File: config.mk
export PLATFORM = sky130hd
export DESIGN_NAME = crb_receive_status
export DESIGN_NICKNAME = d
export VERILOG_FILES = /design/src/rtl/crb_pkg.sv /design/src/rtl/crb_irq.sv /design/src/rtl/crb_receive_status.sv /design/src/rtl/crb_slot.sv
export SDC_FILE = /design/constraint.sdc
export NUM_CORES = 1
export LEC_CHECK = 0
export ABC_AREA = 0
export BUFFER_PORTS_ARGS = -buffer_cell sky130_fd_sc_hd__buf_2
export CAP_MARGIN = 20
export CORE_MARGIN = 5
export CORE_UTILIZATION = 46
export CTS_CLUSTER_DIAMETER = 150
export DETAILED_ROUTE_END_ITERATION = 8
export GPL_TIMING_DRIVEN = 0
export HOLD_SLACK_MARGIN = 0.06
export PLACE_DENSITY = 0.88
export SLEW_MARGIN = 20
export SYNTH_ARGS = -nofsm -noshare
export SYNTH_HDL_FRONTEND = slang
export SYNTH_SLANG_ARGS = --single-unit
File: constraint.sdc
create_clock -name clk -period 2.15 [get_ports clk]
set_input_delay 0.43 -clock clk [delete_from_list [all_inputs] [get_ports clk]]
set_output_delay 0.43 -clock clk [all_outputs]
set_load 0.05 [all_outputs]
File: src/rtl/crb_pkg.sv
package crb_pkg;

  // Register byte offsets
  localparam logic [4:0] OFS_CTRL0 = 5'h00;
  localparam logic [4:0] OFS_CTRL1 = 5'h04;
  localparam logic [4:0] OFS_DLC0 = 5'h08;
  localparam logic [4:0] OFS_DLC1 = 5'h0C;
  localparam logic [4:0] OFS_MODE = 5'h10;
  localparam logic [4:0] OFS_STAT = 5'h14;
  localparam logic [4:0] OFS_MASK = 5'h18;

  // Field positions
  localparam int BIT_FULL = 7;
  localparam int BIT_RTR = 6;
  localparam int BIT_DBEN = 2;
  localparam int BIT_JUMP_TABLE_OFFSET_COPY = 1;
  localparam int BIT_FHLSB = 0;

  localparam int CODE_W = 5;
  localparam int FILT_W = 4;
  localparam int DLC_W = 4;

  // Event bits of status and mask
  localparam int EV_RX0 = 0;
  localparam int EV_RX1 = 1;
  localparam int EV_OVF = 2;
  localparam int EV_W = 3;

  localparam logic [7:0] RST_BYTE = 8'h00;
  localparam logic [31:0] RST_WORD = 32'h00000000;

  typedef enum logic [1:0] {
    CRB_MODE_LEGACY = 2'h0,
    CRB_MODE_ENH1 = 2'h1,
    CRB_MODE_ENH2 = 2'h2
  } crb_mode_e;

  function automatic logic crb_is_enhanced(input logic [1:0] mode);
    crb_is_enhanced = (mode != CRB_MODE_LEGACY);
  endfunction

endpackage

File: src/rtl/crb_irq.sv
`timescale 1ns/1ps
module crb_irq #(
  parameter int N = 3
) (
  input wire logic clk,
  input wire logic reset,
  input wire logic [N-1:0] events,
  input wire logic [N-1:0] holdSet,
  input wire logic clrWe,
  input wire logic maskWe,
  input wire logic [N-1:0] wrData,
  output logic [N-1:0] status,
  output logic [N-1:0] mask,
  output logic irq
);

  logic [N-1:0] status_ff;
  logic [N-1:0] mask_ff;
  logic irq_ff;
  logic [N-1:0] clrBits;

  assign clrBits = clrWe ? wrData : '0;

  // Write one clears; an event or a standing condition sets again
  always_ff @(posedge clk) begin
    if (reset) begin
      status_ff <= '0;
    end else begin
      status_ff <= (status_ff & ~clrBits) | events | (clrBits & holdSet);
    end
  end

  always_ff @(posedge clk) begin
    if (reset) begin
      mask_ff <= '0;
    end else if (maskWe) begin
      mask_ff <= wrData;
    end
  end

  always_ff @(posedge clk) begin
    if (reset) begin
      irq_ff <= 1'b0;
    end else begin
      irq_ff <= |(((status_ff & ~clrBits) | events | (clrBits & holdSet))
        & (maskWe ? wrData : mask_ff));
    end
  end

  assign status = status_ff;
  assign mask = mask_ff;
  assign irq = irq_ff;
endmodule // crb_irq

File: src/rtl/crb_receive_status.sv
`timescale 1ns/1ps
// Summary of operation
// - No overflow into buffer 1 unless enabled
// - Legacy bit 1 mirrors double-buffer enable
// - Legacy bit 0 names filter 0 or 1
// - Enhanced modes show five-bit filter code
// - Full flag set on store, blocks loads
// - Clearing interrupt while full sets it again
// - Length register bits 7,5,4 read zero
// - Length register shows code and remote flag
module crb_receive_status (
  input wire logic clk,
  input wire logic reset,
  input wire logic [4:0] address,
  input wire logic read,
  input wire logic write,
  input wire logic [31:0] writedata,
  input wire logic [3:0] byteenable,
  output logic [31:0] readdata,
  output logic waitrequest,
  input wire logic rxValid,
  input wire logic [crb_pkg::FILT_W-1:0] rxFilter,
  input wire logic [crb_pkg::DLC_W-1:0] rxDlc,
  input wire logic remote_request_flag,
  output logic irq
);

  logic waitrequest_ff;
  logic [31:0] readdata_ff;
  logic [1:0] mode_ff;
  logic dben_ff;
  logic enhanced;
  logic accept;
  logic wrLane;
  logic load0;
  logic load1;
  logic overflow;
  logic clrFull0;
  logic clrFull1;
  logic full0;
  logic full1;
  logic rtr0;
  logic rtr1;
  logic [crb_pkg::FILT_W-1:0] filt0;
  logic [crb_pkg::FILT_W-1:0] filt1;
  logic [crb_pkg::DLC_W-1:0] dlc0;
  logic [crb_pkg::DLC_W-1:0] dlc1;
  logic [crb_pkg::EV_W-1:0] events;
  logic [crb_pkg::EV_W-1:0] holdSet;
  logic [crb_pkg::EV_W-1:0] status;
  logic [crb_pkg::EV_W-1:0] mask;
  logic [7:0] ctrl0View;
  logic [7:0] ctrl1View;
  logic [7:0] dlc0View;
  logic [7:0] dlc1View;
  logic [7:0] rdByte;

  function automatic logic [7:0] dlc_view(input logic rtr, input logic [3:0] code);
    logic [7:0] v;
    v = crb_pkg::RST_BYTE; // Bits 7, 5, 4 stay zero
    v[crb_pkg::BIT_RTR] = rtr;
    v[crb_pkg::DLC_W-1:0] = code;
    dlc_view = v;
  endfunction

  // Bus access is taken in the cycle that waitrequest is low
  assign accept = (read | write) & ~waitrequest_ff;
  assign wrLane = accept & write & byteenable[0];
  assign enhanced = crb_pkg::crb_is_enhanced(mode_ff);

  // Frame steering
  always_comb begin
    load0 = 1'b0;
    load1 = 1'b0;
    overflow = 1'b0;
    if (rxValid) begin
      if (!full0) begin
        load0 = 1'b1;
      end else if (dben_ff && !full1) begin
        load1 = 1'b1;
      end else begin
        overflow = 1'b1;
      end
    end
  end

  // Software clears a full flag by writing zero to it
  assign clrFull0 = wrLane && address == crb_pkg::OFS_CTRL0
    && !writedata[crb_pkg::BIT_FULL];
  assign clrFull1 = wrLane && address == crb_pkg::OFS_CTRL1
    && !writedata[crb_pkg::BIT_FULL];

  crb_slot u_slot0 (
    .clk(clk),
    .reset(reset),
    .load(load0),
    .clearFull(clrFull0),
    .loadFilter(rxFilter),
    .loadDlc(rxDlc),
    .loadRtr(remote_request_flag),
    .full(full0),
    .filter(filt0),
    .dlc(dlc0),
    .rtr(rtr0)
  );

  crb_slot u_slot1 (
    .clk(clk),
    .reset(reset),
    .load(load1),
    .clearFull(clrFull1),
    .loadFilter(rxFilter),
    .loadDlc(rxDlc),
    .loadRtr(remote_request_flag),
    .full(full1),
    .filter(filt1),
    .dlc(dlc1),
    .rtr(rtr1)
  );

  always_comb begin
    events = '0;
    events[crb_pkg::EV_RX0] = load0;
    events[crb_pkg::EV_RX1] = load1;
    events[crb_pkg::EV_OVF] = overflow;
    holdSet = '0;
    holdSet[crb_pkg::EV_RX0] = full0 & ~clrFull0;
    holdSet[crb_pkg::EV_RX1] = full1 & ~clrFull1;
  end

  crb_irq #(
    .N(crb_pkg::EV_W)
  ) u_irq (
    .clk(clk),
    .reset(reset),
    .events(events),
    .holdSet(holdSet),
    .clrWe(wrLane && address == crb_pkg::OFS_STAT),
    .maskWe(wrLane && address == crb_pkg::OFS_MASK),
    .wrData(writedata[crb_pkg::EV_W-1:0]),
    .status(status),
    .mask(mask),
    .irq(irq)
  );

  // Mode register
  always_ff @(posedge clk) begin
    if (reset) begin
      mode_ff <= crb_pkg::CRB_MODE_LEGACY;
    end else if (wrLane && address == crb_pkg::OFS_MODE) begin
      mode_ff <= writedata[1:0];
    end
  end

  // Double-buffer enable is writable in legacy mode only
  always_ff @(posedge clk) begin
    if (reset) begin
      dben_ff <= 1'b0;
    end else if (wrLane && address == crb_pkg::OFS_CTRL0 && !enhanced) begin
      dben_ff <= writedata[crb_pkg::BIT_DBEN];
    end
  end

  // Control views
  always_comb begin
    ctrl0View = crb_pkg::RST_BYTE;
    ctrl0View[crb_pkg::BIT_FULL] = full0;
    if (enhanced) begin
      ctrl0View[crb_pkg::CODE_W-1:0] = {1'b0, filt0};
    end else begin
      ctrl0View[crb_pkg::BIT_DBEN] = dben_ff;
      ctrl0View[crb_pkg::BIT_JUMP_TABLE_OFFSET_COPY] = dben_ff;
      ctrl0View[crb_pkg::BIT_FHLSB] = filt0[0];
    end
    ctrl1View = crb_pkg::RST_BYTE;
    ctrl1View[crb_pkg::BIT_FULL] = full1;
    ctrl1View[crb_pkg::CODE_W-1:0] = {1'b0, filt1};
  end

  assign dlc0View = dlc_view(rtr0, dlc0);
  assign dlc1View = dlc_view(rtr1, dlc1);

  // Read decode, unmapped reads give zero
  always_comb begin
    case (address)
      crb_pkg::OFS_CTRL0: rdByte = ctrl0View;
      crb_pkg::OFS_CTRL1: rdByte = ctrl1View;
      crb_pkg::OFS_DLC0: rdByte = dlc0View;
      crb_pkg::OFS_DLC1: rdByte = dlc1View;
      crb_pkg::OFS_MODE: rdByte = {6'h00, mode_ff};
      crb_pkg::OFS_STAT: rdByte = {5'h00, status};
      crb_pkg::OFS_MASK: rdByte = {5'h00, mask};
      default: rdByte = crb_pkg::RST_BYTE;
    endcase
  end

  // One wait cycle per access
  always_ff @(posedge clk) begin
    if (reset) begin
      waitrequest_ff <= 1'b1;
    end else begin
      waitrequest_ff <= ~((read | write) & waitrequest_ff);
    end
  end

  always_ff @(posedge clk) begin
    if (reset) begin
      readdata_ff <= crb_pkg::RST_WORD;
    end else if (read && waitrequest_ff) begin
      readdata_ff <= {24'h000000, rdByte};
    end
  end

  assign readdata = readdata_ff;
  assign waitrequest = waitrequest_ff;
endmodule // crb_receive_status

File: src/rtl/crb_slot.sv
`timescale 1ns/1ps
module crb_slot (
  input wire logic clk,
  input wire logic reset,
  input wire logic load,
  input wire logic clearFull,
  input wire logic [crb_pkg::FILT_W-1:0] loadFilter,
  input wire logic [crb_pkg::DLC_W-1:0] loadDlc,
  input wire logic loadRtr,
  output logic full,
  output logic [crb_pkg::FILT_W-1:0] filter,
  output logic [crb_pkg::DLC_W-1:0] dlc,
  output logic rtr
);

  logic full_ff;
  logic [crb_pkg::FILT_W-1:0] filter_ff;
  logic [crb_pkg::DLC_W-1:0] dlc_ff;
  logic rtr_ff;

  // Load wins over a clear in the same cycle
  always_ff @(posedge clk) begin
    if (reset) begin
      full_ff <= 1'b0;
    end else begin
      full_ff <= load | (full_ff & ~clearFull);
    end
  end

  // Contents frozen while full
  always_ff @(posedge clk) begin
    if (reset) begin
      filter_ff <= '0;
      dlc_ff <= '0;
      rtr_ff <= 1'b0;
    end else if (load && !full_ff) begin
      filter_ff <= loadFilter;
      dlc_ff <= loadDlc;
      rtr_ff <= loadRtr;
    end
  end

  assign full = full_ff;
  assign filter = filter_ff;
  assign dlc = dlc_ff;
  assign rtr = rtr_ff;
endmodule // crb_slot

==> results of run 1 <==
state kept, by name, summed over array words and instances (netlist names):
register        cells
u_slot0.full        1
u_slot1.full        1
readdata            6
u_slot1.dlc         4
u_irq.status        3
u_irq.irq           1
mode_ff             2
u_slot0.dlc         4
u_slot0.filter      4
u_slot1.rtr         1
u_irq.mask          3
dben_ff             1
u_slot1.filter      4
waitrequest         1
u_slot0.rtr         1
stage by stage:
stage	hold WS [ps]	util
final	362	0.575
after global routing	376	0.575
after CTS	364	0.575
after detailed placement	451	0.553
after global placement	431	0.553
after floorplan	433	-
power groups by stage:
stage / Sequential (mW) / Combinational [mW] / Clock (mW)
floorplan: 0.729 / 0.206 / 0
global placement: 0.727 / 0.259 / 0
detailed placement: 0.728 / 0.260 / 0
CTS: 0.713 / 0.261 / 0.498
global route: 0.715 / 0.282 / 0.532
finish: 0.713 / 0.263 / 0.489
path summary, 6_finish.rpt:
| path | from | to | slack (ps) | depth (start not counted) |
|---|---|---|---|---|
| setup / recovery | waitrequest | u_irq.irq | 460 | 5 |
| hold / removal | read | waitrequest | 360 | 2 |
| setup reg to reg | waitrequest | u_irq.irq | 460 | 5 |
| hold reg to reg | u_slot1.filter[3] | u_slot1.filter[3] | 460 | 2 |
cells in the final DEF (no fill, tap or decap), drive strengths merged, types with 4 or more instances in the layout:
master / netlist / final
a21oi: 22 / 22
a32oi: 4 / 4
buf: 30 / 59
clkbuf: 6 / 13
conb: 1 / 26
dfxtp: 37 / 37
mux2i: 8 / 8
nand2: 45 / 45
nand3: 5 / 5
nor2: 18 / 18
nor3: 12 / 12
cells by family after synthesis:
kind of cell    count (synthesis)  synth area share
buf+inv                        38             0.134
flops                          37             0.388
simple gates                   97             0.251
other cells                     1           0.00196
mux                            12            0.0714
compound gates                 45             0.154
metal layers:
| layer | vias up | GRT usage |
|---|---|---|
| met5 | - | 0 |
| met4 | 0 | 0.0514 |
| met3 | 8 | 0.0514 |
| met2 | 66 | 0.286 |
| met1 | 789 | 0.230 |
| li1 | 868 | - |
area by class of cell:
class	count	area (um^2)
plain buffers	36	248
clock buffers	7	86.3
fillers	379	1700
inverters	2	7.51
multi-input cells	180	1010
flip-flops and latches	37	741
well taps	50	62.6
repair buffers	29	145
==> reports/results.ini, run 1 <==
[sta]
setup_tns_ps = 0
fin_worst_skew_ps = 11.9
finalCritPeriodShare = 0.787
fin_ws_ps = 457
tightestPinTransition_ps = 696
rsz0062_at_grt = no
slew_headroom = 0.534
fmax_mhz = 591
hold_violations = 0
finalSetupViolations = 0
slew_viol_final = 0
fin_crit_ps = 1690

[setup_path]
worst-path-buf-inv = 0
path_class = register to register
startpoint_type = register
critPathRequiredTime_ps = 2320
crit_path_max_fanout = 5
path_delay_family = simple AND/OR/NAND/NOR gates
worstPathArrival_ps = 1870
critical_path.endpoint_type = register
slowest_delay_ps = 340
cpMaxStageDelayCell = dfxtp_1
crit_chain = nand3b_1 -> nor3_4 -> mux2i_1 -> nor2_2 -> a211o_1

[flow_run]
cap_violations = 0

[floorplan]
die_area_um2 = 5540
boundaryPins = 89
rows = 23
die-width_um = 74.4
start_util = 0.478
coreArea_um2 = 4000
die_h_um = 74.4

[yosys]
synth-edff-count = 0
netlist_instances = 230
synthFlopType = dfxtp_1
syn_avg_cell_area_um2 = 8.31
netlist.area_leader.share = 0.388
synth_cell_types = 41
ys_ff_latch = 37
synthArstFlopShare = 0
ys_top_cells_by_area = dfxtp_1 39%, buf_4 10%, nand2_1 8.8%, a21oi_1 5.8%, mux2i_1 4.2%
post-synth-top-count-cell = nand2_1
yosysWarnings = 0
synth_area_um2 = 1910
synth_common_cells = 45 x nand2_1, 37 x dfxtp_1, 26 x buf_4, 22 x a21oi_1, 17 x nor2_1
yosysTopAreaCell = dfxtp_1
seq_area_frac_synth = 0.388

[clocking]
cts_resized = 0
insertion_delay_ps = 290
cts_hold_buffers = 0
cts_tree = built
cts_setup_buffers = 0
clockBufferDepth = 2
cts_buffers = 5
cts_num_sinks = 37
clkSlewWorstSetupHoldPaths_ps = 80
cts_max_level = 2
clockRootBuffer = clkbuf_8

[min_path]
hold_path.class = input port to register

[layout]
diodes = 0
finalNetCount = 346
fin_cells = 341
layout-drive-gt1-share = 0.261
final_area_um2 = 2300
area_delta_synth_final_pct = 20.3

[routing]
drt_iter0_drc = 144
drcViolationCount = 0
wl_met2_um = 2150
dr.pass1.iters = 4
routed_wl_um = 4570
highest_layer = met4
post_drt_wl_per_cell_um = 13.4
wl_met3_um = 353
ant_nets = 0
vias_per_cell = 5.08
wl_met1_um = 2010
vias = 1731

[placement]
dp_cells = 334
globalplace.congestion = 0.939
hpwl_um = 3590
dpl_cell_area_um2 = 2210
io_buffers = 29
pre_cts_slack_ps = 169

[power]
finalPower_mw = 1.46
p_sw_frac = 0.293
combPwrFrac = 0.180
p_sw_mw = 0.429
leakage_nw = 0.989
p_int_mw = 1.04
pwr-share-clk = 0.334
seqPwrFrac = 0.487
powerDensity_nw_per_um2 = 637
worst_ir_drop_vdd_uv = 347

[outcome]
status = finished clean

[grt]
antenna_found_initial = 0
globalRouteTotalUtil = 0.177
grt_pass1_vias = 1648
grt_overflow = 0
grt_start_max_net_pins = 11
grt_pass1_wl_um = 7530

No activity file was read; power rests on OpenSTA's default activity.
==> inputs of run 2 (changes only) <==
Clock period 2.15 ns to 1.6 ns, I/O delays scaled along.
==> reports/results.ini, run 2 (synthesized netlist as in run 1, its figures left out) <==
[outcome]
status = complete, but fails checks
violations = negative setup slack

[setup_path]
path_delay_family = simple AND/OR/NAND/NOR gates
setup.worst_path.start = address[0]
path_class = input port to register
crit_path_max_fanout = 8  ; +3
cpMaxStageDelayCell = or3b_4
crit_chain = buf_2 -> or3b_4 -> nor3_4 -> mux2i_1 -> nor3_1 -> a211o_1
critPathRequiredTime_ps = 1780  ; -540 ps
worstPathArrival_ps = 1820  ; -50 ps
slowest_delay_ps = 400  ; +60 ps
startpoint_type = input port
timing.rr.start = waitrequest
critical_path.endpoint_type = register
worst-path-buf-inv = 1  ; +1

[grt]
grt_pass1_vias = 1805  ; +9.5%
grt_use_met3 = 0.0446  ; -0.00676
grt_overflow = 0  ; unchanged
grt_util_met1 = 0.237  ; +0.00771
globalRouteTotalUtil = 0.189  ; +0.0125
grt-busiest-layer = met2
met2_usage = 0.301  ; +0.0156
grt_start_max_net_pins = 12  ; +1
antenna_found_initial = 0  ; unchanged
grt_pass1_wl_um = 8110  ; +7.6%

[clocking]
clockBufferDepth = 2  ; unchanged
cts_num_sinks = 37  ; unchanged
clockRootBuffer = clkbuf_8
cts_buffers = 5  ; unchanged
clkSlewWorstSetupHoldPaths_ps = 70  ; about the same
insertion_delay_ps = 290  ; about the same
cts_max_level = 2  ; unchanged
cts_tree = built

[sta]
hold_violations = 0  ; unchanged
finalCritPeriodShare = 1.02
fmax_mhz = 611
whs_ps = 246  ; -116 ps
fin_ws_ps = -37.2  ; -494 ps
slew_viol_final = 0  ; unchanged
finalSetupViolations = 1  ; +1
slew_headroom = 0.650  ; +0.116
setup_tns_ps = -37.2  ; -37.2 ps
fin_crit_ps = 1640
fin_worst_skew_ps = 8.05  ; -3.81 ps
tightestPinTransition_ps = 524  ; -172 ps
rsz0062_at_grt = yes

[layout]
finalNetCount = 349  ; +0.87%
final_area_um2 = 2370  ; +2.9%
final_core_util = 0.591  ; +0.0169
fillers = 388  ; +2.4%
diodes = 0  ; unchanged
area_delta_synth_final_pct = 23.8
fin_cells = 345  ; +1.2%
layout-drive-gt1-share = 0.298  ; +0.0371
largest_reg_flops = 6  ; unchanged
final_common_cell = nand2_1
layout_common_cells = 44 x nand2_1, 36 x dfxtp_1, 31 x buf_4, 27 x buf_2, 26 x conb_1

[power]
p_sw_mw = 0.594  ; +38%
pwr-share-clk = 0.353  ; +0.019
combPwrFrac = 0.178  ; -0.002
p_sw_frac = 0.292  ; -0.00148
powerDensity_nw_per_um2 = 862  ; +35%
finalPower_mw = 2.04  ; +39%
worst_ir_drop_vdd_uv = 485  ; +40%
leakage_nw = 1.02  ; +3.3%
p_int_mw = 1.44  ; +39%
seqPwrFrac = 0.470  ; -0.017

[flow_run]
cap_violations = 0  ; unchanged

[min_path]
worstHoldStart = write
hold_path.class = input port to register

[routing]
ant_nets = 0  ; unchanged
post_drt_wl_per_cell_um = 13.6  ; +1.6%
vias_per_cell = 5.13  ; +1.1%
drcViolationCount = 0  ; unchanged
routed_wl_um = 4700  ; +2.8%
dr.pass1.iters = 4  ; unchanged
drt_iter0_drc = 210  ; +46%
vias = 1771  ; +2.3%

[floorplan]
die_h_um = 74.4  ; unchanged
die_area_um2 = 5540  ; unchanged
rows = 23  ; unchanged
die-width_um = 74.4  ; unchanged
start_util = 0.478  ; unchanged
coreArea_um2 = 4000  ; unchanged
boundaryPins = 89  ; unchanged

[placement]
dp_cells = 334  ; unchanged
globalplace.congestion = 0.881  ; -6.2%
pre_cts_slack_ps = -290  ; -459 ps
io_buffers = 29  ; unchanged
hpwl_um = 3580  ; -0.19%
dpl_cell_area_um2 = 2220  ; +0.17%

run 2: cell type report:
| type | instances | area (um^2) | area share |
|---|---|---|---|
| Inverter | 2 | 7.51 | 0.00317 |
| Timing Repair Buffer | 33 | 184 | 0.0777 |
| Tap cell | 50 | 62.6 | 0.0264 |
| Sequential cell | 37 | 744 | 0.315 |
| Clock buffer | 7 | 96.3 | 0.0407 |
| Clock inverter | 1 | 5.00 | 0.00212 |
| Multi-Input combinational cell | 180 | 1020 | 0.432 |
| Buffer | 35 | 245 | 0.104 |
run 2: path summary, 6_finish.rpt:
path                            cells after the start  slack (ps)           to
worst max-delay path                                6         -40    u_irq.irq
worst min-delay path                                2         250  waitrequest
worst max register to register                      5           0    u_irq.irq
worst min register to register                      2         460  readdata[3]
run 2: what timing repair did:
| item | in CTS | in global routing |
|---|---|---|
| setup endpoints to repair | 1 | 9 |
| pin swaps | 4 | 0 |
| resized for setup | 3 | 5 |
| hold buffers | 0 | 0 |
| setup buffers | 3 | 1 |
run 2: metal layers:
layer / up-vias / wire [um]
met5: - / 0
met4: 0 / 159
met3: 14 / 447
met2: 81 / 2160
met1: 800 / 1930
li1: 876 / -
run 2: power by group through the flow:
stage               clock [mW]  sequential [mW]  combinational, mW
floorplan                    0            0.980              0.276
global placement             0            0.977              0.347
detailed placement           0            0.978              0.348
CTS                      0.733            0.956              0.354
global route             0.783            0.960              0.390
finish                   0.719            0.957              0.362
==> inputs of run 3 (changes only) <==
--- a/config.mk
+++ b/config.mk
@@ -17,3 +17,2 @@
 export PLACE_DENSITY = 0.88
-export SLEW_MARGIN = 20
 export SYNTH_ARGS = -nofsm -noshare
--- a/constraint.sdc
+++ b/constraint.sdc
@@ -3,2 +3,2 @@
 set_output_delay 0.32 -clock clk [all_outputs]
-set_load 0.05 [all_outputs]
+set_load 0.005 [all_outputs]
==> reports/results.ini, run 3 (synthesized netlist as in run 1, its figures left out) <==
[min_path]
hold_path.class = input port to register

[layout]
fin_cells = 340  ; -1.4%
largest_reg_flops = 6  ; unchanged
final_core_util = 0.581  ; -0.0109
finalNetCount = 345  ; -1.1%
final_area_um2 = 2320  ; -1.9%
fillers = 379  ; -2.3%
area_delta_synth_final_pct = 21.5
layout_common_cells = 44 x nand2_1, 36 x dfxtp_1, 28 x buf_4, 27 x buf_2, 26 x conb_1
diodes = 0  ; unchanged
final_common_cell = nand2_1
layout-drive-gt1-share = 0.283  ; -0.0155

[placement]
pre_cts_slack_ps = -271  ; +19.0 ps
dp_cells = 334  ; unchanged
hpwl_um = 3590  ; +0.19%
io_buffers = 29  ; unchanged
dpl_cell_area_um2 = 2210  ; -0.17%
globalplace.congestion = 0.939  ; +6.6%

[grt]
grt_pass1_vias = 1649  ; -8.6%
grt_start_max_net_pins = 11  ; -1
grt_pass1_wl_um = 7530  ; -7.2%
antenna_found_initial = 0  ; unchanged
globalRouteTotalUtil = 0.177  ; -0.0125
grt_overflow = 0  ; unchanged

[sta]
finalCritPeriodShare = 1.00  ; -0.0188
tightestPinTransition_ps = 675  ; +151 ps
finalSetupViolations = 1  ; unchanged
setup_tns_ps = -7.11  ; +30.1 ps
fmax_mhz = 622  ; +1.9%
slew_viol_final = 0  ; unchanged
fin_crit_ps = 1610  ; -30.1 ps
fin_ws_ps = -7.11  ; +30.1 ps
fin_worst_skew_ps = 9.03  ; +0.977 ps
whs_ps = 249  ; +2.40 ps
rsz0062_at_grt = yes
hold_violations = 0  ; unchanged
slew_headroom = 0.548  ; -0.102

[routing]
post_drt_wl_per_cell_um = 13.6  ; about the same
routed_wl_um = 4630  ; -1.5%
vias = 1718  ; -3.0%
drt_iter0_drc = 142  ; -32%
drcViolationCount = 0  ; unchanged
dr.pass1.iters = 6  ; +2
vias_per_cell = 5.05  ; -1.6%
ant_nets = 0  ; unchanged

[power]
worst_ir_drop_vdd_uv = 472  ; -2.6%
finalPower_mw = 1.85  ; -9.4%
p_sw_frac = 0.246  ; -0.0452
seqPwrFrac = 0.519  ; +0.049
pwr-share-clk = 0.357  ; +0.004
combPwrFrac = 0.124  ; -0.054
powerDensity_nw_per_um2 = 795  ; -7.7%
leakage_nw = 1.00  ; -2.1%
p_sw_mw = 0.455  ; -23%
p_int_mw = 1.39  ; -3.7%

[setup_path]
slowest_delay_ps = 430  ; +30 ps
crit_chain = buf_4 -> or3b_4 -> nor3_4 -> mux2i_1 -> nor2_2 -> a211o_1
cpMaxStageDelayCell = or3b_4
critPathRequiredTime_ps = 1770  ; about the same
path_class = input port to register
crit_path_max_fanout = 8  ; unchanged
critical_path.endpoint_type = register
worstPathArrival_ps = 1780  ; -40 ps
startpoint_type = input port

[clocking]
cts_buffers = 5  ; unchanged
cts_setup_buffers = 0  ; -3
clkSlewWorstSetupHoldPaths_ps = 70  ; about the same
clockBufferDepth = 2  ; unchanged
cts_num_sinks = 37  ; unchanged
clockRootBuffer = clkbuf_8
cts_tree = built
insertion_delay_ps = 290  ; about the same
cts_max_level = 2  ; unchanged

[outcome]
status = complete, but fails checks
violations = negative setup slack

[floorplan]
rows = 23  ; unchanged
die-width_um = 74.4  ; unchanged
die_h_um = 74.4  ; unchanged
die_area_um2 = 5540  ; unchanged
boundaryPins = 89  ; unchanged
coreArea_um2 = 4000  ; unchanged
start_util = 0.478  ; unchanged

[flow_run]
cap_violations = 0  ; unchanged

run 3: changes by cell type in the layout (fill, tap and decap cells not counted), sizes merged:
cell,previous run,this run
buf,62,58
clkinv,1,0
run 3: worst max-delay path, delay by kind of cell:
kind | cells | cell delay [ps]
muxes | 1 | 240
and+or+nand+nor | 3 | 770
AOI/OAI and AO/OA | 1 | 300
buffers and inverters | 1 | 140
run 3: routing by layer:
layer,global-route usage,vias up,wire [um]
met3,0.0514,10,361
li1,-,864,-
met2,0.286,61,2160
met4,0.0514,0,74
met5,0,-,0
met1,0.230,783,2030
run 3: final cells by class:
class	instances	area, um^2	area share
well taps	50	62.6	0.0269
repair buffers	29	150	0.0647
inverters	2	7.51	0.00323
plain buffers	35	245	0.106
multi-input cells	180	1030	0.443
flip-flops and latches	37	742	0.320
clock buffers	7	86.3	0.0372
run 3: path summary, 6_finish.rpt:
kind / startpoint / to / slack [ps] / cells past startpoint
min reg2reg: waitrequest / waitrequest / 460 / 1
max reg2reg: waitrequest / u_irq.irq / 10 / 5
max: address[2] / u_irq.irq / -7 / 6
min: write / waitrequest / 250 / 2
run 3: timing repair:
| item | in CTS | in global routing |
|---|---|---|
| hold buffers | 0 | 0 |
| resized for setup | 4 | 5 |
| endpoints found under the setup margin | 3 | 5 |
| pin swaps | 3 | 0 |
run 3: power groups by stage:
| stage | sequential, mW | clock, mW | combinational [mW] |
|---|---|---|---|
| after CTS | 0.958 | 0.669 | 0.223 |
| after global placement | 0.977 | 0 | 0.219 |
| final | 0.958 | 0.659 | 0.228 |
| after floorplan | 0.973 | 0 | 0.154 |
| after detailed placement | 0.979 | 0 | 0.220 |
| after global routing | 0.961 | 0.715 | 0.254 |
